<file path="config.mk">
export PLATFORM = sky130hd
export DESIGN_NAME = spwd_sequencer_flat
export DESIGN_NICKNAME = d
export VERILOG_FILES = /design/src/spwd_pkg.sv /design/src/spwd_link_if.sv /design/src/spwd_sequencer.sv /design/src/flat_wrapper.sv
export SDC_FILE = /design/constraint.sdc
export NUM_CORES = 1
export LEC_CHECK = 0
export ABC_AREA = 1
export BUFFER_PORTS_ARGS = -buffer_cell sky130_fd_sc_hd__buf_2
export CORE_MARGIN = 2
export CORE_UTILIZATION = 30
export CTS_CLUSTER_SIZE = 25
export DETAILED_ROUTE_END_ITERATION = 6
export PLACE_DENSITY = 0.65
export SLEW_MARGIN = 20
export SYNTH_ARGS = -nofsm -noshare
export SYNTH_HDL_FRONTEND = slang
export SYNTH_SLANG_ARGS = --single-unit
export TNS_END_PERCENT = 20
</file>
<file path="constraint.sdc">
create_clock -name clk -period 1.4 [get_ports clk]
set_input_delay 0.28 -clock clk [delete_from_list [all_inputs] [get_ports clk]]
set_output_delay 0.28 -clock clk [all_outputs]
set_load 0.02 [all_outputs]
</file>
<file path="src/spwd_pkg.sv">
// Package for the setpoint window detector: field codes, criteria, targets, widths.
// Assumes both ends and the bench compile it first.
package spwd_pkg;

    // ------------------------------------------------------------------
    // Widths and counts
    // ------------------------------------------------------------------
    localparam int SPWD_DATA_W = 16;
    localparam int SPWD_NUM_SP = 16;
    localparam int SPWD_IDX_W = 4;
    localparam int SPWD_BYTE_W = 8;
    localparam int SPWD_CNT_W = 32;

    // ------------------------------------------------------------------
    // Configuration field codes on the write port
    // ------------------------------------------------------------------
    localparam logic [2:0] SPWD_FLD_UPPER = 3'h0;
    localparam logic [2:0] SPWD_FLD_LOWER = 3'h1;
    localparam logic [2:0] SPWD_FLD_CRIT = 3'h2;
    localparam logic [2:0] SPWD_FLD_TARGET = 3'h3;
    localparam logic [2:0] SPWD_FLD_MODE = 3'h4;
    localparam logic [2:0] SPWD_FLD_VAL1 = 3'h5;
    localparam logic [2:0] SPWD_FLD_VAL2 = 3'h6;

    // ------------------------------------------------------------------
    // Comparison criteria
    // ------------------------------------------------------------------
    typedef enum logic [2:0] {
        SPWD_CRIT_INSIDE = 3'h0,
        SPWD_CRIT_OUTSIDE = 3'h1,
        SPWD_CRIT_GREATER = 3'h2,
        SPWD_CRIT_LESS = 3'h3,
        SPWD_CRIT_EQUAL = 3'h4,
        SPWD_CRIT_HYST = 3'h5
    } spwd_crit_t;

    // Update modes.
    localparam logic SPWD_MODE_TRUE_ONLY = 1'h0;
    localparam logic SPWD_MODE_TRUE_FALSE = 1'h1;

    // ------------------------------------------------------------------
    // Output targets
    // ------------------------------------------------------------------
    typedef enum logic [2:0] {
        SPWD_TGT_NONE = 3'h0,
        SPWD_TGT_PORT = 3'h1,
        SPWD_TGT_ANA0 = 3'h2,
        SPWD_TGT_ANA1 = 3'h3,
        SPWD_TGT_ANA2 = 3'h4,
        SPWD_TGT_TMR0 = 3'h5
    } spwd_target_t;
    localparam int SPWD_NUM_TGT = 6;

    // Port update value: low byte is data, high byte is the bit mask.
    localparam int SPWD_PORT_DATA_LSB = 0;
    localparam int SPWD_PORT_MASK_LSB = 8;

    // Reset values.
    localparam logic [15:0] SPWD_ZERO16 = 16'h0000;
    localparam logic [7:0] SPWD_ZERO8 = 8'h00;

    // Scan sequencer states, Gray coded along idle, armed, drain, emit.
    typedef enum logic [1:0] {
        SPWD_SEQ_IDLE = 2'h0,
        SPWD_SEQ_ARMED = 2'h1,
        SPWD_SEQ_DRAIN = 2'h3,
        SPWD_SEQ_EMIT = 2'h2
    } spwd_seq_t;

endpackage

</file>
<file path="src/spwd_link_if.sv">
// Interface joining the scan sequencer end and the setpoint detector end.
// Assumes one common clock; no clocking block.
`timescale 1ns/100ps
interface spwd_link_if (
    input wire logic clk
);
    logic armed;
    logic cfg_we;
    logic [3:0] cfg_sp;
    logic [2:0] cfg_field;
    logic [15:0] cfg_data;
    logic smp_valid;
    logic [3:0] smp_sp;
    logic [15:0] smp_data;
    logic upd_valid;
    logic [2:0] upd_target;
    logic [15:0] upd_data;
    logic [15:0] setpoint_state_bits;

    modport detector (
        input armed, cfg_we, cfg_sp, cfg_field, cfg_data, smp_valid, smp_sp, smp_data,
        output upd_valid, upd_target, upd_data, setpoint_state_bits
    );
    modport sequencer (
        output armed, cfg_we, cfg_sp, cfg_field, cfg_data, smp_valid, smp_sp, smp_data,
        input upd_valid, upd_target, upd_data, setpoint_state_bits
    );
endinterface

</file>
<file path="src/spwd_sequencer.sv">
// Scan sequencer and output units: loads configuration, streams samples to the
// detector, applies its updates, and appends the status word to each scan.
// Assumes user-side inputs come from logic on the same clock.
`timescale 1ns/100ps
module spwd_sequencer (
    input wire logic clk,
    input wire logic rst,
    spwd_link_if.sequencer link,
    input wire logic cfg_we,
    input wire logic [3:0] cfg_sp,
    input wire logic [2:0] cfg_field,
    input wire logic [15:0] cfg_data,
    input wire logic arm,
    input wire logic disarm,
    input wire logic smp_valid,
    input wire logic [3:0] smp_sp,
    input wire logic [15:0] smp_data,
    input wire logic smp_is_counter,
    input wire logic [31:0] smp_count,
    input wire logic smp_high_half,
    input wire logic scan_end,
    input wire logic port_init_we,
    input wire logic [7:0] port_init_data,
    output logic entry_valid,
    output logic [15:0] entry_data,
    output logic [7:0] fast_update_port,
    output logic port_oe,
    output logic [15:0] analog_output_zero,
    output logic [15:0] analog_output_one,
    output logic [15:0] analog_output_two,
    output logic [15:0] timer_output_zero
);

    // ------------------------------------------------------------------
    // Sequencer state
    // ------------------------------------------------------------------
    spwd_pkg::spwd_seq_t state;
    spwd_pkg::spwd_seq_t next_state;
    logic armed;

    // Arming starts evaluation at once; trigger handling is outside this end.
    always_comb begin
        case (state)
            spwd_pkg::SPWD_SEQ_IDLE: next_state = arm ? spwd_pkg::SPWD_SEQ_ARMED : state;
            spwd_pkg::SPWD_SEQ_ARMED: next_state = scan_end ? spwd_pkg::SPWD_SEQ_DRAIN : state;
            spwd_pkg::SPWD_SEQ_DRAIN: next_state = spwd_pkg::SPWD_SEQ_EMIT;
            spwd_pkg::SPWD_SEQ_EMIT: next_state = spwd_pkg::SPWD_SEQ_ARMED;
            default: next_state = spwd_pkg::SPWD_SEQ_IDLE;
        endcase
    end

    always_ff @(posedge clk) begin
        if (rst || disarm) begin
            state <= spwd_pkg::SPWD_SEQ_IDLE;
        end else begin
            state <= next_state;
        end
    end

    // ------------------------------------------------------------------
    // Drive the link from flops
    // ------------------------------------------------------------------
    // Counter words are cut to the chosen half before comparison.
    wire [15:0] cnt_half = smp_high_half ? smp_count[31:16] : smp_count[15:0];
    wire [15:0] smp_word = smp_is_counter ? cnt_half : smp_data;
    wire take_smp = smp_valid && (state == spwd_pkg::SPWD_SEQ_ARMED);
    wire next_armed = (state != spwd_pkg::SPWD_SEQ_IDLE) || arm;

    always_ff @(posedge clk) begin
        if (rst) begin
            armed <= 1'b0;
            link.cfg_we <= 1'b0;
            link.cfg_sp <= 4'h0;
            link.cfg_field <= 3'h0;
            link.cfg_data <= spwd_pkg::SPWD_ZERO16;
            link.smp_valid <= 1'b0;
            link.smp_sp <= 4'h0;
            link.smp_data <= spwd_pkg::SPWD_ZERO16;
        end else begin
            armed <= next_armed && !disarm;
            link.cfg_we <= cfg_we && !next_armed; // No setup once a run begins.
            link.cfg_sp <= cfg_sp;
            link.cfg_field <= cfg_field;
            link.cfg_data <= cfg_data;
            link.smp_valid <= take_smp;
            link.smp_sp <= smp_sp;
            link.smp_data <= smp_word;
        end
    end
    assign link.armed = armed;

    // ------------------------------------------------------------------
    // Acquisition stream with the status word last
    // ------------------------------------------------------------------
    // The drain cycle lets the detector's flag for the final channel settle first.
    always_ff @(posedge clk) begin
        if (rst) begin
            entry_valid <= 1'b0;
            entry_data <= spwd_pkg::SPWD_ZERO16;
        end else if (state == spwd_pkg::SPWD_SEQ_EMIT) begin
            entry_valid <= 1'b1;
            entry_data <= link.setpoint_state_bits;
        end else begin
            entry_valid <= take_smp;
            entry_data <= smp_word;
        end
    end

    // ------------------------------------------------------------------
    // Output units
    // ------------------------------------------------------------------
    wire [7:0] p_dat = link.upd_data[spwd_pkg::SPWD_PORT_DATA_LSB +: spwd_pkg::SPWD_BYTE_W];
    wire [7:0] p_msk = link.upd_data[spwd_pkg::SPWD_PORT_MASK_LSB +: spwd_pkg::SPWD_BYTE_W];
    wire port_upd = link.upd_valid && (link.upd_target == spwd_pkg::SPWD_TGT_PORT);
    wire [7:0] port_merge = (fast_update_port & ~p_msk) | (p_dat & p_msk);

    // The port stays an input until software writes an initial value.
    always_ff @(posedge clk) begin
        if (rst) begin
            fast_update_port <= spwd_pkg::SPWD_ZERO8;
            port_oe <= 1'b0;
        end else if (port_init_we) begin
            fast_update_port <= port_init_data;
            port_oe <= 1'b1;
        end else if (port_upd) begin
            fast_update_port <= port_merge;
        end
    end

    // Analog and timer outputs take the whole 16-bit update value.
    always_ff @(posedge clk) begin
        if (rst) begin
            analog_output_zero <= spwd_pkg::SPWD_ZERO16;
            analog_output_one <= spwd_pkg::SPWD_ZERO16;
            analog_output_two <= spwd_pkg::SPWD_ZERO16;
            timer_output_zero <= spwd_pkg::SPWD_ZERO16;
        end else if (link.upd_valid) begin
            case (link.upd_target)
                spwd_pkg::SPWD_TGT_ANA0: analog_output_zero <= link.upd_data;
                spwd_pkg::SPWD_TGT_ANA1: analog_output_one <= link.upd_data;
                spwd_pkg::SPWD_TGT_ANA2: analog_output_two <= link.upd_data;
                spwd_pkg::SPWD_TGT_TMR0: timer_output_zero <= link.upd_data;
                default: ;
            endcase
        end
    end

endmodule

</file>
<file path="src/flat_wrapper.sv">
// flat-port wrapper written by rule: the top's interface ports become plain ports
module spwd_sequencer_flat 
  (clk, rst, cfg_we, cfg_sp, cfg_field, cfg_data, arm, disarm, smp_valid, smp_sp, smp_data, smp_is_counter, smp_count, smp_high_half, scan_end, port_init_we, port_init_data, entry_valid, entry_data, fast_update_port, port_oe, analog_output_zero, analog_output_one, analog_output_two, timer_output_zero, link_armed, link_cfg_we, link_cfg_sp, link_cfg_field, link_cfg_data, link_smp_valid, link_smp_sp, link_smp_data, link_upd_valid, link_upd_target, link_upd_data, link_setpoint_state_bits);
  spwd_link_if link_i (.clk(clk));
  input wire logic clk;
  input wire logic rst;
  input wire logic cfg_we;
  input wire logic [3:0] cfg_sp;
  input wire logic [2:0] cfg_field;
  input wire logic [15:0] cfg_data;
  input wire logic arm;
  input wire logic disarm;
  input wire logic smp_valid;
  input wire logic [3:0] smp_sp;
  input wire logic [15:0] smp_data;
  input wire logic smp_is_counter;
  input wire logic [31:0] smp_count;
  input wire logic smp_high_half;
  input wire logic scan_end;
  input wire logic port_init_we;
  input wire logic [7:0] port_init_data;
  output logic entry_valid;
  output logic [15:0] entry_data;
  output logic [7:0] fast_update_port;
  output logic port_oe;
  output logic [15:0] analog_output_zero;
  output logic [15:0] analog_output_one;
  output logic [15:0] analog_output_two;
  output logic [15:0] timer_output_zero;
  output wire logic [$bits(link_i.armed)-1:0] link_armed;
  output wire logic [$bits(link_i.cfg_we)-1:0] link_cfg_we;
  output wire logic [$bits(link_i.cfg_sp)-1:0] link_cfg_sp;
  output wire logic [$bits(link_i.cfg_field)-1:0] link_cfg_field;
  output wire logic [$bits(link_i.cfg_data)-1:0] link_cfg_data;
  output wire logic [$bits(link_i.smp_valid)-1:0] link_smp_valid;
  output wire logic [$bits(link_i.smp_sp)-1:0] link_smp_sp;
  output wire logic [$bits(link_i.smp_data)-1:0] link_smp_data;
  input wire logic [$bits(link_i.upd_valid)-1:0] link_upd_valid;
  input wire logic [$bits(link_i.upd_target)-1:0] link_upd_target;
  input wire logic [$bits(link_i.upd_data)-1:0] link_upd_data;
  input wire logic [$bits(link_i.setpoint_state_bits)-1:0] link_setpoint_state_bits;
  assign link_armed = link_i.armed;
  assign link_cfg_we = link_i.cfg_we;
  assign link_cfg_sp = link_i.cfg_sp;
  assign link_cfg_field = link_i.cfg_field;
  assign link_cfg_data = link_i.cfg_data;
  assign link_smp_valid = link_i.smp_valid;
  assign link_smp_sp = link_i.smp_sp;
  assign link_smp_data = link_i.smp_data;
  assign link_i.upd_valid = link_upd_valid;
  assign link_i.upd_target = link_upd_target;
  assign link_i.upd_data = link_upd_data;
  assign link_i.setpoint_state_bits = link_setpoint_state_bits;
  spwd_sequencer u_core (.clk(clk), .rst(rst), .link(link_i), .cfg_we(cfg_we), .cfg_sp(cfg_sp), .cfg_field(cfg_field), .cfg_data(cfg_data), .arm(arm), .disarm(disarm), .smp_valid(smp_valid), .smp_sp(smp_sp), .smp_data(smp_data), .smp_is_counter(smp_is_counter), .smp_count(smp_count), .smp_high_half(smp_high_half), .scan_end(scan_end), .port_init_we(port_init_we), .port_init_data(port_init_data), .entry_valid(entry_valid), .entry_data(entry_data), .fast_update_port(fast_update_port), .port_oe(port_oe), .analog_output_zero(analog_output_zero), .analog_output_one(analog_output_one), .analog_output_two(analog_output_two), .timer_output_zero(timer_output_zero));
endmodule
</file>
==> metrics.md <==
| Metric | Value |
|---|---|
| Data arrival time of the critical path | `970 ps` |
| Mapped Nets | `799` |
| Top cells by area, synth | `dfxtp_1 (55%), nor2_1 (12%), nand2_1 (9.2%)` |
| Peak supply drop | `799.9 uV` |
| First DRT Iteration DRCs | `251` |
| Sum of negative setup slack | `0 ps` |
| Routed length per instance | `14.39 um` |
| H-tree Lvls | `4` |
| Post-Route WL | `16.88 mm` |
| Synthesis Warnings | `0` |
| First-pass DRT Iterations | `6` |
| Pwr per Cell Area | `1329 mW/mm^2` |
| Rows | `47` |
| Hold_ws | `66.44 ps` |
| First-pass GRT wire length | `25.25 mm` |
| Final hold viol count | `0` |
| Worst-case clock buffer depth | `2` |
| Buf/Inv on CP | `1` |
| MaxCap Viol Count | `0` |
| CP cell instances | `buf_2` |
| Boundary Pins | `265` |
| Post-layout min period | `1252 ps` |
| Max Slew Vio Count | `0` |
| Crit-path max FO | `1` |
| IO buf count | `264` |
| P_leak | `0.003777 uW` |
| GP Congestion | `0.7982` |
| Die Y | `133.8 um` |
| Remaining antenna violation count | `0` |
| Sequential area share after synthesis | `0.5464` |
| Cell area after synthesis | `0.005056 sq mm` |
| Synth area leader | `dfxtp_1` |
| CTS Hold Bufs | `0` |
| Non-Filler Instances | `1,173` |
| Startpoint class of the critical path | `flip-flop` |
| Die Footprint | `0.01791 sq mm` |
| Post-CTS setup buffer count | `0` |
| Max-slew headroom | `0.7758` |
| Gr usage total | `0.1846` |
| Die X-Extent | `133.8 um` |
| CP Capture Type | `output pin` |
| Max Clock Skew | `6.571 ps` |
| Req. time, crit path | `1120 ps` |
| Synth Register Bits | `138` |
| Share of cells above drive strength 1 | `0.3442` |
| Slew at the pin closest to its max-slew limit | `336.0 ps` |
| Core Area | `0.01652 sq mm` |
| Vias/cell | `4.471` |
| Max Fclk | `798.8 MHz` |
| Vias in the first global route | `4,933` |
| CP peak stage delay | `370 ps` |
| Initial antenna violation count | `1` |
| Fin nets | `1,069` |
| Share of the synthesized area in the top cell type | `0.5464` |
| Yosys cell types | `23` |
| DRC Markers | `0` |
| Syn Area/Cell | `7.546 sq um` |
| Period Utilization, post-route | `0.8942` |
| Final Cell Area | `0.007281 sq mm` |
| DPL Wire Length | `12.35 mm` |
| Root Driver | `clkbuf_16` |
| DP Area | `0.006718 sq mm` |
| CTS Sinks | `138` |
| CTS buffer count | `17` |
| CTS tree | `yes` |
| Cells after Synth | `670` |
| Via count | `5,244` |
| RSZ-0062 raised after global routing | `false` |
| Diode count | `0` |
| Post_cts resized | `0` |
| Crit path max-delay cell type | `dfxtp_1` |
| Initial Util | `0.3060` |
| CTS clock-pin slew for the worst setup and hold paths | `60 ps` |
| Grt ovf | `0` |
| Cell count after placement | `1,141` |
| Worst-Skew Late Latency | `410 ps` |
| Outcome | `complete, no violations` |
| Synth-to-layout area growth | `44.00%` |
| Largest net degree at the start of global routing | `66` |
| Final setup viols | `0` |
| HP Class | `in -> reg` |
| Critical path's top delay family | `flip-flops` |
| WS Path Type | `reg -> out` |
-- cell families (layout without fill, tap and decap cells) --
kind of cell	count (synthesis)	count (layout)	share of synthesized area
and+or+nand+nor	343	343	0.2846
AOI/OAI and AO/OA	91	91	0.09057
DFF	138	138	0.5464
buffers and inverters	98	381	0.07845
-- final timing paths --
kind / depth (start not counted) / to / from / slack [ps]
setup / recovery: 1 / entry_data[9] / u_core.entry_data[9] / 150
hold / removal: 3 / u_core.link.cfg_field[2] / cfg_field[2] / 70
setup reg to reg: 5 / u_core.entry_data[5] / u_core.state[1] / 300
hold reg to reg: 1 / u_core.state[0] / u_core.state[1] / 460
-- where the power goes --
part | total (uW) | switching, uW | leakage, uW | internal [uW]
Clock | 4270 | 1760 | 0.000253 | 2510
Combinational | 1230 | 780 | 0.00239 | 448
Sequential | 4180 | 63.8 | 0.00114 | 4120
-- sequential cells by signal (all words and copies together), names as in the netlist, 3 cells and up, named ones only --
register / flops
u_core.analog_output_one: 16
u_core.analog_output_two: 16
u_core.analog_output_zero: 16
u_core.link.cfg_sp: 4
u_core.entry_data: 16
u_core.link.cfg_field: 3
u_core.timer_output_zero: 16
u_core.link.smp_data: 16
u_core.link.cfg_data: 16
u_core.link.smp_sp: 4
-- placed cells by master, fill, tap and decap left out --
cell	n
a211oi_1	1
a21oi_1	56
buf_12	5
buf_2	264
buf_4	16
bufinv_16	1
clkbuf_1	2
clkbuf_16	17
clkbuf_8	1
clkinv_2	2
clkinvlp_4	7
dfxtp_1	138
inv_1	58
inv_2	5
inv_6	2
inv_8	1
nand2_1	124
nand2_4	1
nand3_1	41
nand3_2	2
nand3_4	1
nand4_1	16
nor2_1	155
nor2_4	1
nor2_8	1
o21ai_0	21
o21ai_1	13
or2_2	1
-- routing by layer --
layer  track usage  part of all wire
met1        0.2085              0.41
met4       0.08629             0.036
met3       0.06727             0.090
met5             0           0.00077
met2        0.3105              0.47
-- cell usage after synthesis --
| cell type | number |
|---|---|
| nor2_1 | 155 |
| dfxtp_1 | 138 |
| nand2_1 | 124 |
| inv_1 | 58 |
| a21oi_1 | 56 |
| nand3_1 | 41 |
| o21ai_0 | 21 |
| clkbuf_1 | 16 |
| nand4_1 | 16 |
| o21ai_1 | 13 |
| buf_2 | 10 |
| buf_1 | 5 |
| inv_2 | 5 |
| buf_4 | 2 |
| nand3_2 | 2 |
| a211oi_1 | 1 |
| buf_6 | 1 |
| clkinv_2 | 1 |
| nand2_4 | 1 |
| nand3_4 | 1 |
| nor2_4 | 1 |
| nor2_8 | 1 |
| or2_2 | 1 |
-- through the flow --
step | utilization | power (uW) | worst slack, ps
2_1_floorplan | - | 4914 | 263.3
3_3_place_gp | 0.4065 | 5486 | 132.8
3_5_place_dp | 0.4065 | 5501 | 108.4
4_1_cts | 0.4406 | 9792 | 144.2
5_1_grt | 0.4406 | 10090 | 128.8
6_report | 0.4406 | 9679 | 148.1
-- final cells by class --
class | instances | area (sq um)
Clock buffer | 20 | 446.7
Inverter | 64 | 241.5
Fill cell | 1717 | 9244
Tap cell | 220 | 275.3
Clock inverter | 12 | 116.4
Timing Repair Buffer | 285 | 1541
Sequential cell | 138 | 2763
Multi-Input combinational cell | 434 | 1897
Power figures use the tool's default switching activity.
